===== config.mk =====
export PLATFORM = sky130hd
export DESIGN_NAME = hbdp_top
export DESIGN_NICKNAME = d
export VERILOG_FILES = /design/src/hbdp_pkg.sv /design/src/hbdp_pterm_sum.sv /design/src/hbdp_top.sv
export SDC_FILE = /design/constraint.sdc
export NUM_CORES = 1
export LEC_CHECK = 0
export BUFFER_PORTS_ARGS = -buffer_cell sky130_fd_sc_hd__buf_2
export CORE_ASPECT_RATIO = 0.7
export CORE_MARGIN = 4
export CORE_UTILIZATION = 45
export DETAILED_ROUTE_END_ITERATION = 10
export HOLD_SLACK_MARGIN = 0.12
export PLACE_DENSITY = 0.71
export SLEW_MARGIN = 20
export SYNTH_ARGS = -nofsm -noshare
export SYNTH_HDL_FRONTEND = slang
export SYNTH_SLANG_ARGS = --single-unit

===== constraint.sdc =====
create_clock -name ref_clk -period 4.7 [get_ports ref_clk]
set_clock_uncertainty 0.1 [all_clocks]
set_input_delay 0.235 -clock ref_clk [delete_from_list [all_inputs] [get_ports ref_clk]]
set_output_delay 0.235 -clock ref_clk [all_outputs]
set_load 0.01 [all_outputs]

===== src/hbdp_pkg.sv =====
// Shared constants, types and default decoder programming for the host bus decode port.
package hbdp_pkg;

   // Host bus, page register and port widths.
   localparam int ADDR_W   = 16;
   localparam int DATA_W   = 8;
   localparam int PAGE_W   = 4;
   localparam int PORTC_W  = 3;
   localparam int PORTB_W  = 8;

   // Highest address that the host places on the external bus.
   localparam logic [ADDR_W-1:0] EXT_TOP_ADDR = 16'hE7FF;

   // Decoder input bus layout, shared by both arrays.
   localparam int IN_ADDR_LSB  = 0;
   localparam int IN_PAGE_LSB  = 16;
   localparam int IN_RW_BIT    = 20;
   localparam int IN_STRB_BIT  = 21;
   localparam int IN_PORTC_LSB = 22;
   localparam int IN_W         = 25;

   // First array: eight program-memory segments, static RAM and I/O ports.
   localparam int NUM_SEG   = 8;
   localparam int A_SRAM    = 8;
   localparam int A_IO      = 9;
   localparam int A_OUTS    = 10;

   // Second array: four sum-of-product outputs of four terms each.
   localparam int B_OUTS    = 4;
   localparam int B_TERMS   = 4;

   // I/O space offsets, taken from the low address bits.
   localparam int IO_OFS_W            = 4;
   localparam logic [3:0] OFS_PAGE    = 4'h0;
   localparam logic [3:0] OFS_MODE_B  = 4'h1;
   localparam logic [3:0] OFS_PIN_B   = 4'h3;
   localparam logic [3:0] OFS_DIR_B   = 4'h5;
   localparam logic [3:0] OFS_DATA_B  = 4'h7;
   localparam logic [3:0] OFS_PIN_C   = 4'hB;
   localparam logic [3:0] OFS_DIR_C   = 4'hD;
   localparam logic [3:0] OFS_DATA_C  = 4'hF;

   // Reset values.
   localparam logic [PAGE_W-1:0]  PAGE_RST = 4'h0;
   localparam logic [PORTB_W-1:0] B_RST    = 8'h00;
   localparam logic [PORTC_W-1:0] C_RST    = 3'h0;
   localparam logic [DATA_W-1:0]  D_RST    = 8'h00;

   // Default programming: care mask and match value per product term.
   // First array, one term per output.
   localparam logic [A_OUTS*IN_W-1:0] A_CARE = {
      25'h0000FF00, 25'h0000F800,
      25'h000F8000, 25'h000F8000, 25'h000F8000, 25'h000F8000,
      25'h000F8000, 25'h000F8000, 25'h000F8000, 25'h000F8000};
   localparam logic [A_OUTS*IN_W-1:0] A_MATCH = {
      25'h00009000, 25'h00008000,
      25'h00070000, 25'h00060000, 25'h00050000, 25'h00040000,
      25'h00030000, 25'h00020000, 25'h00010000, 25'h00000000};
   // Second array; a term with an all-zero care mask is unused.
   localparam logic [B_TERMS*IN_W-1:0] B_CARE [B_OUTS] = '{
      {75'h0, 25'h0000F000}, {75'h0, 25'h0000F000},
      {75'h0, 25'h0000F000}, {75'h0, 25'h0000F000}};
   localparam logic [B_TERMS*IN_W-1:0] B_MATCH [B_OUTS] = '{
      {75'h0, 25'h0000A000}, {75'h0, 25'h0000B000},
      {75'h0, 25'h0000C000}, {75'h0, 25'h0000D000}};

   // Host bus request as seen on the pins.
   typedef struct packed {
      logic [7:0] high_address_inputs;
      logic [7:0] low_address_inputs;
      logic       rw;
      logic       data_strobe_low;
   } hbdp_bus_t;

   // Selects driven toward memories and external devices, all active low.
   typedef struct packed {
      logic [B_OUTS-1:0]  ext_n;
      logic               io_n;
      logic               sram_n;
      logic [NUM_SEG-1:0] seg_n;
   } hbdp_sel_t;

endpackage : hbdp_pkg


===== src/hbdp_pterm_sum.sv =====
// Programmable sum of product terms over the shared decoder input bus.
`timescale 1ns/1ps
module hbdp_pterm_sum #(
   parameter int                        W      = 25,
   parameter int                        TERMS  = 1,
   parameter logic [TERMS*W-1:0]        CARE   = '0,
   parameter logic [TERMS*W-1:0]        MATCH  = '0,
   parameter bit                        ALLOW_EMPTY = 1'b1
) (
   input  wire logic [W-1:0] in_bus,
   output logic              hit
);

   // Each input position needs 0, needs 1, or is ignored where the care bit is clear.
   // An all-ignore term is dropped when ALLOW_EMPTY is clear, so spare terms stay quiet.
   always_comb begin
      hit = 1'b0;
      for (int t = 0; t < TERMS; t++) begin
         if ((CARE[t*W +: W] != '0) || ALLOW_EMPTY) begin
            if (((in_bus ^ MATCH[t*W +: W]) & CARE[t*W +: W]) == '0) begin
               hit = 1'b1;
            end
         end
      end
   end

endmodule : hbdp_pterm_sum


===== src/hbdp_top.sv =====
// Host bus decode port: address decoders, page register and per-bit I/O ports.
`timescale 1ns/1ps
module hbdp_top
   import hbdp_pkg::*;
(
   input  wire logic               ref_clk,
   input  wire logic               nrst,
   input  wire hbdp_bus_t          host_bus,
   input  wire logic [DATA_W-1:0]  data_in,
   output logic [DATA_W-1:0]       data_out,
   output logic                    data_oe,
   input  wire logic               power_down,
   input  wire logic [PORTB_W-1:0] port_b_in,
   output logic [PORTB_W-1:0]      port_b_out,
   output logic [PORTB_W-1:0]      port_b_oe,
   input  wire logic [PORTC_W-1:0] port_c_in,
   output logic [PORTC_W-1:0]      port_c_out,
   output logic [PORTC_W-1:0]      port_c_oe,
   output hbdp_sel_t               sel_n
);

   // Whole module state in one record.
   typedef struct packed {
      logic               strobe_low_q;
      logic               rw_q;
      logic [ADDR_W-1:0]  addr_q;
      logic [DATA_W-1:0]  wdata_q;
      logic               io_hit_q;
      logic [PAGE_W-1:0]  page;
      logic [PORTB_W-1:0] mode_b;
      logic [PORTB_W-1:0] dir_b;
      logic [PORTB_W-1:0] dat_b;
      logic [PORTC_W-1:0] dir_c;
      logic [PORTC_W-1:0] dat_c;
      logic [DATA_W-1:0]  rdata;
      logic               rdata_oe;
      hbdp_sel_t          sel;
      logic [PORTB_W-1:0] pb_out;
      logic [PORTB_W-1:0] pb_oe;
   } hbdp_state_t;

   localparam hbdp_state_t ST_RST = '{
      strobe_low_q : 1'b1,
      rw_q         : 1'b1,
      addr_q       : '0,
      wdata_q      : D_RST,
      io_hit_q     : 1'b0,
      page         : PAGE_RST,
      mode_b       : B_RST,
      dir_b        : B_RST,
      dat_b        : B_RST,
      dir_c        : C_RST,
      dat_c        : C_RST,
      rdata        : D_RST,
      rdata_oe     : 1'b0,
      sel          : '1,
      pb_out       : B_RST,
      pb_oe        : B_RST
   };

   hbdp_state_t         st_reg;
   hbdp_state_t         st_next;
   logic [ADDR_W-1:0]   addr;
   logic [IN_W-1:0]     pad_in;
   logic [A_OUTS-1:0]   a_hit;
   logic [B_OUTS-1:0]   b_hit;
   logic                in_range;
   logic [PORTC_W-1:0]  pc_level;
   logic [IO_OFS_W-1:0] ofs;
   logic [IO_OFS_W-1:0] wofs;
   logic                io_read;
   logic                io_write;
   logic [DATA_W-1:0]   rd_mux;

   // address pins form the address
   // The low pins are address only here, so no address latch is needed.
   assign addr = {host_bus.high_address_inputs, host_bus.low_address_inputs};

   // Port C pins feed the decoders as inputs; when driven, the output level is seen.
   assign pc_level = (st_reg.dir_c & st_reg.dat_c) | (~st_reg.dir_c & port_c_in);

   assign pad_in = {pc_level, host_bus.data_strobe_low, host_bus.rw, st_reg.page, addr};

   assign in_range = (addr <= EXT_TOP_ADDR);

   generate
      for (genvar i = 0; i < A_OUTS; i++) begin : g_pad_a
         hbdp_pterm_sum #(
            .W           (IN_W),
            .TERMS       (1),
            .CARE        (A_CARE[i*IN_W +: IN_W]),
            .MATCH       (A_MATCH[i*IN_W +: IN_W]),
            .ALLOW_EMPTY (1'b1)
         ) u_hbdp_pterm_sum (
            .in_bus (pad_in),
            .hit    (a_hit[i])
         );
      end
      for (genvar j = 0; j < B_OUTS; j++) begin : g_pad_b
         hbdp_pterm_sum #(
            .W           (IN_W),
            .TERMS       (B_TERMS),
            .CARE        (B_CARE[j]),
            .MATCH       (B_MATCH[j]),
            .ALLOW_EMPTY (1'b0)
         ) u_hbdp_pterm_sum (
            .in_bus (pad_in),
            .hit    (b_hit[j])
         );
      end
   endgenerate

   // low strobe with high direction is a read
   // A read is recognised from the live pins so data is ready well before the strobe rises.
   assign io_read = ~host_bus.data_strobe_low & host_bus.rw & a_hit[A_IO]
                    & in_range & ~power_down;

   // write completes on strobe rise
   // Address and data are taken from the low phase, when the host holds them steady.
   assign io_write = st_reg.strobe_low_q == 1'b0 && host_bus.data_strobe_low == 1'b1
                     && st_reg.rw_q == 1'b0 && st_reg.io_hit_q;

   assign ofs  = addr[IO_OFS_W-1:0];
   assign wofs = st_reg.addr_q[IO_OFS_W-1:0];

   // Read multiplexer for the I/O register space; unused offsets read zero.
   always_comb begin
      rd_mux = D_RST;
      unique case (ofs)
         OFS_PAGE:   rd_mux = {{(DATA_W-PAGE_W){1'b0}}, st_reg.page};
         OFS_MODE_B: rd_mux = st_reg.mode_b;
         OFS_PIN_B:  rd_mux = port_b_in;
         OFS_DIR_B:  rd_mux = st_reg.dir_b;
         OFS_DATA_B: rd_mux = st_reg.dat_b;
         OFS_PIN_C:  rd_mux = {{(DATA_W-PORTC_W){1'b0}}, port_c_in};
         OFS_DIR_C:  rd_mux = {{(DATA_W-PORTC_W){1'b0}}, st_reg.dir_c};
         OFS_DATA_C: rd_mux = {{(DATA_W-PORTC_W){1'b0}}, st_reg.dat_c};
         default:    rd_mux = D_RST;
      endcase
   end

   // Next-state logic for the whole module.
   always_comb begin
      st_next = st_reg;

      // Bus sampling; direction is only meaningful during the low phase.
      st_next.strobe_low_q = host_bus.data_strobe_low;
      if (!host_bus.data_strobe_low) begin
         st_next.rw_q     = host_bus.rw;
         st_next.addr_q   = addr;
         st_next.wdata_q  = data_in;
         st_next.io_hit_q = a_hit[A_IO] & in_range & ~power_down;
      end else if (!st_reg.strobe_low_q) begin
         st_next.io_hit_q = 1'b0;
      end

      if (io_write) begin
         unique case (wofs)
            OFS_PAGE:   st_next.page   = st_reg.wdata_q[PAGE_W-1:0];
            OFS_MODE_B: st_next.mode_b = st_reg.wdata_q;
            OFS_DIR_B:  st_next.dir_b  = st_reg.wdata_q;
            OFS_DATA_B: st_next.dat_b  = st_reg.wdata_q;
            OFS_DIR_C:  st_next.dir_c  = st_reg.wdata_q[PORTC_W-1:0];
            OFS_DATA_C: st_next.dat_c  = st_reg.wdata_q[PORTC_W-1:0];
            default:    st_next.page   = st_reg.page;
         endcase
      end

      st_next.rdata_oe = io_read;
      st_next.rdata    = io_read ? rd_mux : D_RST;

      if (power_down || !in_range) begin
         st_next.sel = '1;
      end else begin
         st_next.sel.seg_n  = ~a_hit[NUM_SEG-1:0];
         st_next.sel.sram_n = ~a_hit[A_SRAM];
         st_next.sel.io_n   = ~a_hit[A_IO];
         st_next.sel.ext_n  = ~b_hit;
      end

      // port B bit is I/O or a select
      // Select mode drives each bit from a second-array output; those are always driven.
      for (int k = 0; k < PORTB_W; k++) begin
         st_next.pb_oe[k]  = st_reg.mode_b[k] | st_reg.dir_b[k];
         st_next.pb_out[k] = st_reg.mode_b[k] ? st_next.sel.ext_n[k % B_OUTS]
                                              : st_reg.dat_b[k];
      end
   end

   always_ff @(posedge ref_clk) begin
      if (!nrst) begin
         st_reg <= ST_RST;
      end else begin
         st_reg <= st_next;
      end
   end

   // Outputs come straight from the state record.
   assign data_out   = st_reg.rdata;
   assign data_oe    = st_reg.rdata_oe;
   assign sel_n      = st_reg.sel;
   assign port_b_out = st_reg.pb_out;
   assign port_b_oe  = st_reg.pb_oe;
   assign port_c_out = st_reg.dat_c;
   assign port_c_oe  = st_reg.dir_c;

endmodule : hbdp_top


* After elaboration in Yosys (flattened, before gate mapping) *
Cells that the tools add are included.

operators by class
  magnitude comparators = 1
  equal/unequal tests = 13
  muxes and demuxes = 26
  bitwise logic cells = 36
  reductions and logical operators = 29

operators by type and width
  cell                    count
  $logic_not A25 Y1       14
  $pmux W8 S8             1
  $mux W1                 24
  $eq A4 B4 Y1 const B    5
  $eq A4 B3 Y1 const B    4
  $le A16 B16 Y1 const B  1
  $mux W14                1
  $reduce_and A2 Y1       7
  $not A2 Y2              6
  $not A1 Y1              11
  $not A3 Y3              3
  $eq A4 B1 Y1 const B    2
  $logic_not A4 Y1        2
  $not A8 Y8              1
  $or A1 B1 Y1            8
  $and A1 B1 Y1           6
  $eq A4 B2 Y1 const B    1
  $not A4 Y4              1
  $logic_and A1 B1 Y1     3
  $ne A2 B2 Y1 const B    1
  $reduce_or A2 Y1        1
  $logic_not A1 Y1        1
  $logic_or A1 B1 Y1      1

storage, ports and cells
  bits in registers = 88
  output and inout port bits = 45
  logic and storage cells = 124

* Longest topological paths before layout *
Gate-level depths: netlist of the first run.

  depth after elaboration = 7
  gate-level depth with buffers = 7
  gate-level depth less buffers = 4

* Hierarchy *
A second synthesis of the first run with hierarchy kept.

second synthesis, totals
  cells, all modules = 395
  area total of the unflattened synthesis = 3961.3 µm²

modules (own cells, without submodules)
  module                                            instances  cells each  area an instance (µm²)
  hbdp_top                                          1          370         3763.6
  hbdp_pterm_sum (g_pad_a[1].u_hbdp_pterm_sum ...)  2          2           18.8
  hbdp_pterm_sum (g_pad_a[2].u_hbdp_pterm_sum ...)  3          2           12.5
  hbdp_pterm_sum (g_pad_a[3].u_hbdp_pterm_sum ...)  2          2           13.8
  hbdp_pterm_sum (g_pad_b[0].u_hbdp_pterm_sum ...)  2          1           12.5
  hbdp_pterm_sum (g_pad_a[9].u_hbdp_pterm_sum)      1          3           22.5
  hbdp_pterm_sum (g_pad_b[1].u_hbdp_pterm_sum ...)  2          1           10.0
  hbdp_pterm_sum (g_pad_a[6].u_hbdp_pterm_sum)      1          2           16.3
  hbdp_pterm_sum (g_pad_a[0].u_hbdp_pterm_sum)      1          2           11.3

* Worst setup path before layout of the first run *
OpenSTA, ideal clock, no wires.

  path kind = input port to flip-flop
  from = input port host_bus[13] in the netlist's numbering
  to = register st_reg[73] in the netlist's numbering
  arrival = 1626 ps
  data required time = 4529 ps
  path slack = 2904 ps
  cell stages on the path = 4
  cell sequence = or4b_4 nor4_4 or4b_1 a21oi_1

on the way
  longest elaborated chain between the ends = 5

RTL lines
  element                                                                 line             text
  start, declared                                                         hbdp_top.sv:8    input wire hbdp_bus_t host_bus,
  parallel branches: the longest is 2 deep, another holds $le A16 B16 Y1  --
  $and A1 B1 Y1 (*) (2 in a row)                                          hbdp_top.sv:152  st_next.io_hit_q = a_hit[A_IO] & in_range & ~power_down;
  $mux W1 (*)                                                             hbdp_top.sv:148  if (!host_bus.data_strobe_low) begin
  end signal, assigned                                                    hbdp_top.sv:194  st_reg <= st_next;
  end, declared                                                           hbdp_top.sv:61   hbdp_state_t st_reg;

Every way passes the cells marked *.
A chain may end at the register's enable or synchronous reset.

* Worst setup path in the final report of the first run *
  from = input port host_bus[17] in the netlist's numbering
  to = register st_reg, in the netlist sel_n[9]

on the way
  longest elaborated chain between the ends = 4

RTL lines
  element                                                                 line
  $le A16 B16 Y1 / $not A2 Y2 (equally long branches)                     --
  $logic_not A1 Y1 / $logic_not A25 Y1 (equally long branches)            hbdp_top.sv:172, hbdp_pterm_sum.sv:20
  $logic_or A1 B1 Y1 / $mux W1 (equally long branches)                    hbdp_top.sv:172, hbdp_pterm_sum.sv:20
  $reduce_or A2 Y1 (no source line) / $not A1 Y1 (equally long branches)  --

Several ways; a longest one is shown, not always the timed one.

==> results of run 1 <==
## cell usage in the layout, fill, tap and decap left out, drive strengths merged, types with 3 or more instances in the layout
master        n
a21oi         9
dlygate4sd3  13
a211oi        8
nor2         74
or4b          3
clkbuf        9
nor4          7
nor3          3
nand3         9
mux2i        49
buf          81
nand4         3
nand2        15
clkinvlp      3
mux4          7
clkinv        4
and3          4
nor2b         6
nor3b         5
or3b          3
dfxtp        88
inv           4
## cell usage after synthesis (5+ instances only)
master | instances | share of area (%)
nand3_1 | 9 | 1.2
nor2b_1 | 6 | 1.0
nor2_1 | 74 | 7.4
dfxtp_1 | 88 | 47
buf_4 | 44 | 8.8
mux4_2 | 7 | 4.2
clkbuf_1 | 15 | 1.5
nor3b_1 | 5 | 1.0
a211oi_1 | 8 | 1.6
mux2i_1 | 49 | 13
a21oi_1 | 9 | 1.2
nand2_1 | 15 | 1.5
## power groups by stage
stage / registers, W / clock network, W / logic (W)
floorplan: 0.000777 / 0 / 0.0000486
global placement: 0.000780 / 0 / 0.0000748
detailed placement: 0.000780 / 0 / 0.0000761
CTS: 0.000763 / 0.000679 / 0.0000841
global route: 0.000765 / 0.000710 / 0.0000929
finish: 0.000763 / 0.000667 / 0.0000842
## worst max path at each step
stage / from / to
floorplan: host_bus[13] / st_reg[73]$_SDFFE_PN0P_
global placement: host_bus[0] / st_reg[60]$_SDFFE_PN0P_
detailed placement: host_bus[0] / st_reg[58]$_SDFFE_PN0P_
CTS: host_bus[14] / data_out[7]$_SDFF_PN0_
global route: host_bus[17] / sel_n[9]$_SDFF_PP1_
finish: host_bus[17] / sel_n[9]$_SDFF_PP1_
## worst max-delay path, stage by stage
cell and delay (ns):
dlygate4sd3_1 0.52, buf_2 0.18, or4b_4 0.50, nor4_4 0.36, dlygate4sd3_1 0.61, nand2_1 0.05
## cell type report
class / instances / area share [%]
Clock buffer: 9 / 5.24
Clock inverter: 7 / 1.34
Tap cell: 101 / 2.94
Multi-Input combinational cell: 224 / 36.6
Inverter: 4 / 0.350
Sequential cell: 88 / 41.0
Timing Repair Buffer: 94 / 12.5
## logic make-up after synthesis
family,share of synthesized area (%)
compound gates,4.64
buf+inv,11.2
flops,47.0
mux,17.3
simple gates,19.8
## through the flow
step | utilization [%] | worst slack [ns] | cell area, sq um | total power (W) | hold slack, ns
finish | 53.9 | 2.36 | 4290 | 0.00151 | 0.136
global route | 53.9 | 2.28 | 4290 | 0.00157 | 0.152
CTS | 53.8 | 2.13 | 4290 | 0.00153 | 0.129
detailed placement | 48.6 | 2.14 | 3880 | 0.000857 | 0.351
global placement | 48.6 | 2.22 | 3880 | 0.000855 | 0.349
floorplan | - | 2.90 | 3750 | 0.000825 | 0.197
## routing by layer
metal | track usage, % | wire, um | up-vias
met1 | 22.8 | 3870 | 1305
met4 | 5.21 | 38 | 0
li1 | - | - | 1354
met3 | 4.97 | 555 | 4
met5 | 0 | 0 | -
met2 | 26.8 | 3630 | 77
## repair_timing
| action | 4_1_cts | 5_1_grt |
|---|---|---|
| hold endpoints to repair | 17 | 0 |
| resized for setup | 0 | 0 |
| hold buffers | 13 | 0 |
==> qor.csv, run 1 <==
metric,value,unit
numCtsBuffers,9,
multi_input_area,1570,sq um
syn_to_final_growth,14.6,%
fill_cells,713,
ios,85,
port_buffers,80,
fin_tns_setup,0,ns
fin_crit,2.34,ns
worstHoldEndpoint,sel_n[8]$_SDFF_PP1_,
yosysSeqAreaShare,47.0,%
h-tree-depth,3,
setup_viol,0,
seq_area,1760,sq um
dp_cells,498,
syn_nets,419,
drt_iter0_drc,156,
p_per_area,353,nW/um^2
grt_start_max_net_pins,65,
core-area,7970,sq um
endpoint_kind,register,
start_util,47.0,%
antenna_found_initial,0,
p_int,0.00115,W
rsz0062_at_grt,false,
worstReg2RegStart,st_reg[99]$_SDFF_PN1_,
holdPathStages,4,
detailedPlacementHpwl,5640,um
fin_cells,527,
first_pass_iters,4,
die_y,84.3,um
syn-cell-area,3750,sq um
rows,27,
ys_types,39,
ys.flop_type,dfxtp_1,
crit_arrival,2.45,ns
drive_gt1_share,27.0,%
worst-path-max-fanout,7,
nets,461,
post-route-period-util,49.8,%
cp-start-kind,input port,
relSlewSlack,29.3,%
largest_reg_flops,39,
r2r_slack,2.53,ns
worstSkewPairLatency,0.33,ns
cts_setup_buffers,0,
clkPwrFrac,44.0,%
grt_pass1_vias,2649,
wl,8100,um
fmax,427,MHz
vias_per_cell,5.20,
globalplace.congestion,0.783,
hold_viol_final,0,
worstHoldStart,host_bus[13],
combPwrFrac,5.6,%
grt_pass1_wl,13000,um
r2r-end,st_reg[59]$_SDFFE_PN0P_,
reg2reg_depth,4,
hold_class,input port to register,
vias,2740,
peakVddDrop,0.000174,V
synth_edf_count,0,
async_flop_share,0,%
critPathRequiredTime,4.81,ns
die_w,117,um
syn_inst,379,
maxSlewViolCount,0,
ant_nets,0,
outcome,"complete, no violations",
path_class,input port to register,
route.detailed.drc,0,
cts-root-buf,clkbuf_16,
pwr-share-seq,50.4,%
die-area,9870,sq um
cts_sinks,88,
cts.path.max_buffers,2,
syn_area_per_cell,9.88,sq um
gr-usage-all-layers,17.1,%
p_sw,0.000361,W
synth_seq_cells,88,
max-cap-violations,0,
n_antenna_cell,0,
total_leakage_power,1.77,nW
synth_warnings,0,
gr-total-overflow,0,
cts_tree,done,
tightest_slew,1.05,ns
switching_share,23.8,%
wire_per_inst,15.4,um
clk_pin_slew,0.06,ns
Power figures use the tool's default switching activity.
==> run 2: changes to the inputs <==
--- a/config.mk
+++ b/config.mk
@@ -11,7 +11,7 @@
 export CORE_UTILIZATION = 45
 export DETAILED_ROUTE_END_ITERATION = 10
 export HOLD_SLACK_MARGIN = 0.12
-export PLACE_DENSITY = 0.71
+export PLACE_DENSITY = 0.74
 export SLEW_MARGIN = 20
 export SYNTH_ARGS = -nofsm -noshare
 export SYNTH_HDL_FRONTEND = slang
==> constraint.sdc (replaced) <==
create_clock -name ref_clk -period 2 [get_ports ref_clk]
set_clock_uncertainty 0.1 [all_clocks]
set_input_delay 0.1 -clock ref_clk [delete_from_list [all_inputs] [get_ports ref_clk]]
set_output_delay 0.1 -clock ref_clk [all_outputs]
set_load 0.01 [all_outputs]
==> run 2 against run 1 <==
  * Critical path depth is 2 lower
  * Clock-buffer cell count is 2 higher
  * Worst hold slack worse by 0.016 ns
  * Register-to-register slack worse by 2.4 ns
  * Final cell count is 5.3% higher
  * Clock power grew to 2.7 times the previous value
  * Sequential share of layout area is 2.6 points lower
  * Total power grew to 2.5 times the previous value
==> qor.csv, run 2 (same netlist as run 1, synthesis figures left out) <==
metric,value,unit
vias,2862,
n_antenna_cell,0,
setup_viol,0,
crit_arrival,1.98,ns
antenna_found_initial,0,
first_pass_iters,4,
core-area,7970,sq um
peakVddDrop,0.000410,V
drt_iter0_drc,214,
worst-path-max-fanout,8,
start_util,47.0,%
worstSkewPairLatency,0.33,ns
rsz0062_at_grt,false,
p_per_area,834,nW/um^2
path_class,register to register,
cp.depth,4,
die_w,117,um
r2r-end,st_reg[61]$_SDFFE_PN0P_,
ios,85,
die_y,84.3,um
tightest_slew,0.640,ns
layout_common_cells,"88 x dfxtp_1, 80 x buf_2, 74 x nor2_1, 49 x mux2i_1, 27 x dlygate4sd3_1",
worstReg2RegStart,st_reg[83]$_SDFFE_PN0N_,
post_dp_cell_area,3980,sq um
nets,489,
grt_pass1_vias,2772,
detailedPlacementHpwl,6160,um
outcome,"complete, no violations",
relSlewSlack,57.3,%
r2r_slack,0.11,ns
cts_sinks,88,
maxSlewViolCount,0,
hold_viol_final,0,
ant_nets,0,
worstHoldStart,port_b_in[0],
largest_reg_flops,39,
wl,8910,um
clk_pin_slew,0.06,ns
reg2reg_depth,4,
endpoint_kind,register,
cpPeakStageDelay,0.57,ns
route.detailed.drc,0,
cp-startpoint,st_reg[83]$_SDFFE_PN0N_,
cpMostUsedCell,or3_1,
port_buffers,80,
max-cap-violations,0,
gr-usage-all-layers,18.4,%
vias_per_cell,5.16,
wire_per_inst,16.1,um
die-area,9870,sq um
h-tree-depth,3,
hold_class,input port to register,
layout_commonest_cell,dfxtp_1,
cp-endpoint,st_reg[61]$_SDFFE_PN0P_,
cts.path.max_buffers,2,
grt_start_max_net_pins,64,
fin_tns_setup,0,ns
final_area,4580,sq um
fin_crit,1.89,ns
cp_top_family,simple AND/OR/NAND/NOR gates,
dp_cells,512,
path_cells,or3_1 > or3_1 > mux2i_1 > nor2_1,
cp-start-kind,register,
cts-root-buf,clkbuf_16,
cp_slowest_cell,or3_1,
critPathRequiredTime,2.09,ns
numCtsBuffers,9,
cts_tree,done,
fin_cells,555,
fmax,529,MHz
cp_num_buf_inv,0,
post-route-period-util,94.5,%
globalplace.congestion,0.833,
drive_gt1_share,28.2,%
gr-total-overflow,0,
total_leakage_power,1.91,nW
syn_to_final_growth,22.2,%
rows,27,
grt_pass1_wl,14100,um
## run 2: worst min path at each step
stage                               to  slack, ns  cells after the start
3_5_place_dp      sel_n[10]$_SDFF_PN1_       0.23                      2
4_1_cts         data_out[0]$_SDFF_PN0_       0.12                      5
3_3_place_gp   st_reg[98]$_SDFFE_PN1N_       0.23                      2
5_1_grt         data_out[2]$_SDFF_PN0_       0.15                      4
6_report        data_out[0]$_SDFF_PN0_       0.12                      5
2_1_floorplan     sel_n[10]$_SDFF_PN1_       0.06                      1
## run 2: tightest hold or removal path, cell delays in order
cell	delay, ns
buf_2	0.09
nand3_1	0.07
a21oi_1	0.06
o21bai_1	0.11
a21oi_1	0.06
## run 2: repair_timing
item / CTS / global route
gates resized for setup: 0 / 1
hold buffers: 27 / 0
endpoints found under the setup margin: 0 / 1
buffers inserted: 0 / 0
hold endpoints to repair: 32 / 0
## run 2: report_power, final
part	internal (W)	total, W	switching [W]
logic	0.000110	0.000229	0.000118
clock network	0.00113	0.00180	0.000670
registers	0.00177	0.00180	0.0000245
## run 2: metrics by stage
step           power [W]  utilization, %  hold slack [ns]  worst slack, ns
6_report         0.00382            57.4            0.120            0.111
3_5_place_dp     0.00203            49.9            0.231           0.0421
2_1_floorplan    0.00194               -           0.0619            0.285
4_1_cts          0.00384            57.4            0.121            0.114
5_1_grt          0.00395            57.4            0.153           0.0175
3_3_place_gp     0.00202            49.9            0.227            0.144
## run 2: area by class of cell
type	count	area (sq um)
Timing Repair Buffer	122	783
Sequential cell	88	1760
Clock buffer	11	243
Multi-Input combinational cell	224	1570
Clock inverter	5	80.1
Tap cell	101	126
Fill cell	701	3390
Inverter	4	15.0
## run 2: routing by layer
layer	vias up	wire length, um	share of wire, %	GRT usage, %
li1	1397	-	-	-
met1	1375	4190	47	25.1
met2	79	4150	47	29.2
met3	11	493	5.5	4.61
met4	0	78	0.88	4.58
met5	-	0	0	0
==> run 3: changes to the inputs <==
--- a/config.mk
+++ b/config.mk
@@ -6,7 +6,7 @@
 export NUM_CORES = 1
 export LEC_CHECK = 0
 export BUFFER_PORTS_ARGS = -buffer_cell sky130_fd_sc_hd__buf_2
-export CORE_ASPECT_RATIO = 0.7
+export CORE_ASPECT_RATIO = 1.75
 export CORE_MARGIN = 4
 export CORE_UTILIZATION = 45
 export DETAILED_ROUTE_END_ITERATION = 10
==> run 3 against run 2 <==
  * Maximum frequency increased by 0.74%
  * Combinational power hardly changed
  * Flip-flop and latch count stayed put
  * Highest routed layer unchanged
  * Total power is 3.0% lower
  * Worst setup slack gained 0.014 ns
  * Cell area fell by 1.0%
  * First-iteration DRC count rose by 0.47%
  * Critical path depth rose by 3
  * Clock power decreased by 6%
==> qor.csv, run 3 (same netlist as run 1, synthesis figures left out) <==
metric,value,unit
outcome,"complete, no violations",
dp_cells,499,
fin_crit,1.88,ns
holdPathStages,5,
gr-total-overflow,0,
cts_sinks,88,
drive_gt1_share,28.6,%
cp.depth,7,
cpPeakStageDelay,0.55,ns
tightest_slew,0.612,ns
wire_per_inst,16.1,um
cts_setup_buffers,0,
antenna_found_initial,0,
nets,486,
grt_pass1_vias,2862,
fmax,533,MHz
max-cap-violations,0,
grt_start_max_net_pins,50,
crit_arrival,2.00,ns
numCtsBuffers,9,
die-area,9910,sq um
final.setup.worst_slack,0.125,ns
path_class,input port to register,
r2r_slack,0.20,ns
ios,85,
endpoint_kind,register,
hold_viol_final,0,
setup_viol,0,
drt_iter0_drc,215,
die_w,77.0,um
r2r-end,port_c_out[0]$_SDFFE_PN0P_,
start_util,46.7,%
hold_class,input port to register,
clk_pin_slew,0.06,ns
cts-root-buf,clkbuf_16,
path_cells,dlygate4sd3_1 > buf_2 > inv_1 > nor3_2 > buf_4 > nand3_1 > dlygate4sd3_1,
ant_nets,0,
final_area,4530,sq um
total_power,0.00371,W
peakVddDrop,0.000476,V
cp-start-kind,input port,
cpMostUsedCell,dlygate4sd3_1,
core-area,8020,sq um
maxSlewViolCount,0,
layout_commonest_cell,dfxtp_1,
largest_reg_flops,39,
route.detailed.drc,0,
pre_cts_ws,0.0781,ns
worst-path-max-fanout,7,
vias_per_cell,5.32,
first_pass_iters,4,
cp_slowest_cell,dlygate4sd3_1,
worstHoldStart,port_b_in[0],
cp_top_family,buffers and inverters,
post-route-period-util,93.8,%
reg2reg_depth,4,
globalplace.congestion,0.834,
critPathRequiredTime,2.13,ns
cts_tree,done,
worstHoldEndpoint,data_out[0]$_SDFF_PN0_,
cts.path.max_buffers,2,
p_per_area,818,nW/um^2
rows,43,
syn_to_final_growth,21.0,%
detailedPlacementHpwl,6030,um
die_y,129,um
vias,2881,
grt_pass1_wl,14100,um
relSlewSlack,58.8,%
h-tree-depth,3,
layout_common_cells,"88 x dfxtp_1, 80 x buf_2, 74 x nor2_1, 49 x mux2i_1, 26 x dlygate4sd3_1",
wl,8750,um
total_leakage_power,1.90,nW
worstReg2RegStart,st_reg[99]$_SDFF_PN1_,
port_buffers,80,
rsz0062_at_grt,false,
worstSkewPairLatency,0.34,ns
fin_cells,542,
gr-usage-all-layers,18.3,%
fin_tns_setup,0,ns
post_dp_cell_area,3950,sq um
cp_num_buf_inv,5,
-- run 3: layer usage --
metal	GRT usage, %	routed length [um]
met4	12.9	398
met5	0	0
met1	19.7	3270
met2	31.8	4540
met3	4.13	547
-- run 3: area by class of cell --
cell class                 count  area (sq um)
clock buffer                   9           225
multi-input combinational    224          1580
inverter                       4          15.0
clock inverter                 7          77.6
fill                         697          3480
antenna                        1          2.50
tap                           90           113
timing repair buffer         119           758
sequential                    88          1760
-- run 3: report_power, final --
part / internal, W / switching (W)
Sequential: 0.00177 / 0.0000249
Combinational: 0.000110 / 0.000116
Clock: 0.000980 / 0.000705
Total: 0.00286 / 0.000846
-- run 3: worst max path at each step --
stage / from / end
2_1_floorplan: st_reg[99]$_SDFF_PN1_ / port_c_oe[0]$_SDFFE_PN0P_
3_3_place_gp: st_reg[99]$_SDFF_PN1_ / st_reg[66]$_SDFFE_PN0P_
3_5_place_dp: st_reg[99]$_SDFF_PN1_ / st_reg[68]$_SDFFE_PN0P_
4_1_cts: nrst / sel_n[11]$_SDFF_PN1_
5_1_grt: nrst / sel_n[11]$_SDFF_PN1_
6_report: nrst / sel_n[11]$_SDFF_PN1_
-- run 3: worst min-delay path: cells and delay by family --
family	cells	cell delay, ns
AOI/OAI and AO/OA	3	0.24
buffers and inverters	1	0.10
and+or+nand+nor	1	0.07
-- run 3: what timing repair did --
action | 4_1_cts | 5_1_grt
hold buffers | 26 | 0
gates resized for setup | 0 | 3
endpoints found under the setup margin | 0 | 7
hold endpoints to repair | 33 | 0
-- run 3: metrics by stage --
| stage | hold WS, ns | utilization [%] |
|---|---|---|
| after floorplan | 0.0619 | - |
| after global placement | 0.229 | 49.3 |
| after detailed placement | 0.231 | 49.3 |
| after CTS | 0.126 | 56.3 |
| after global routing | 0.158 | 56.5 |
| final | 0.121 | 56.5 |
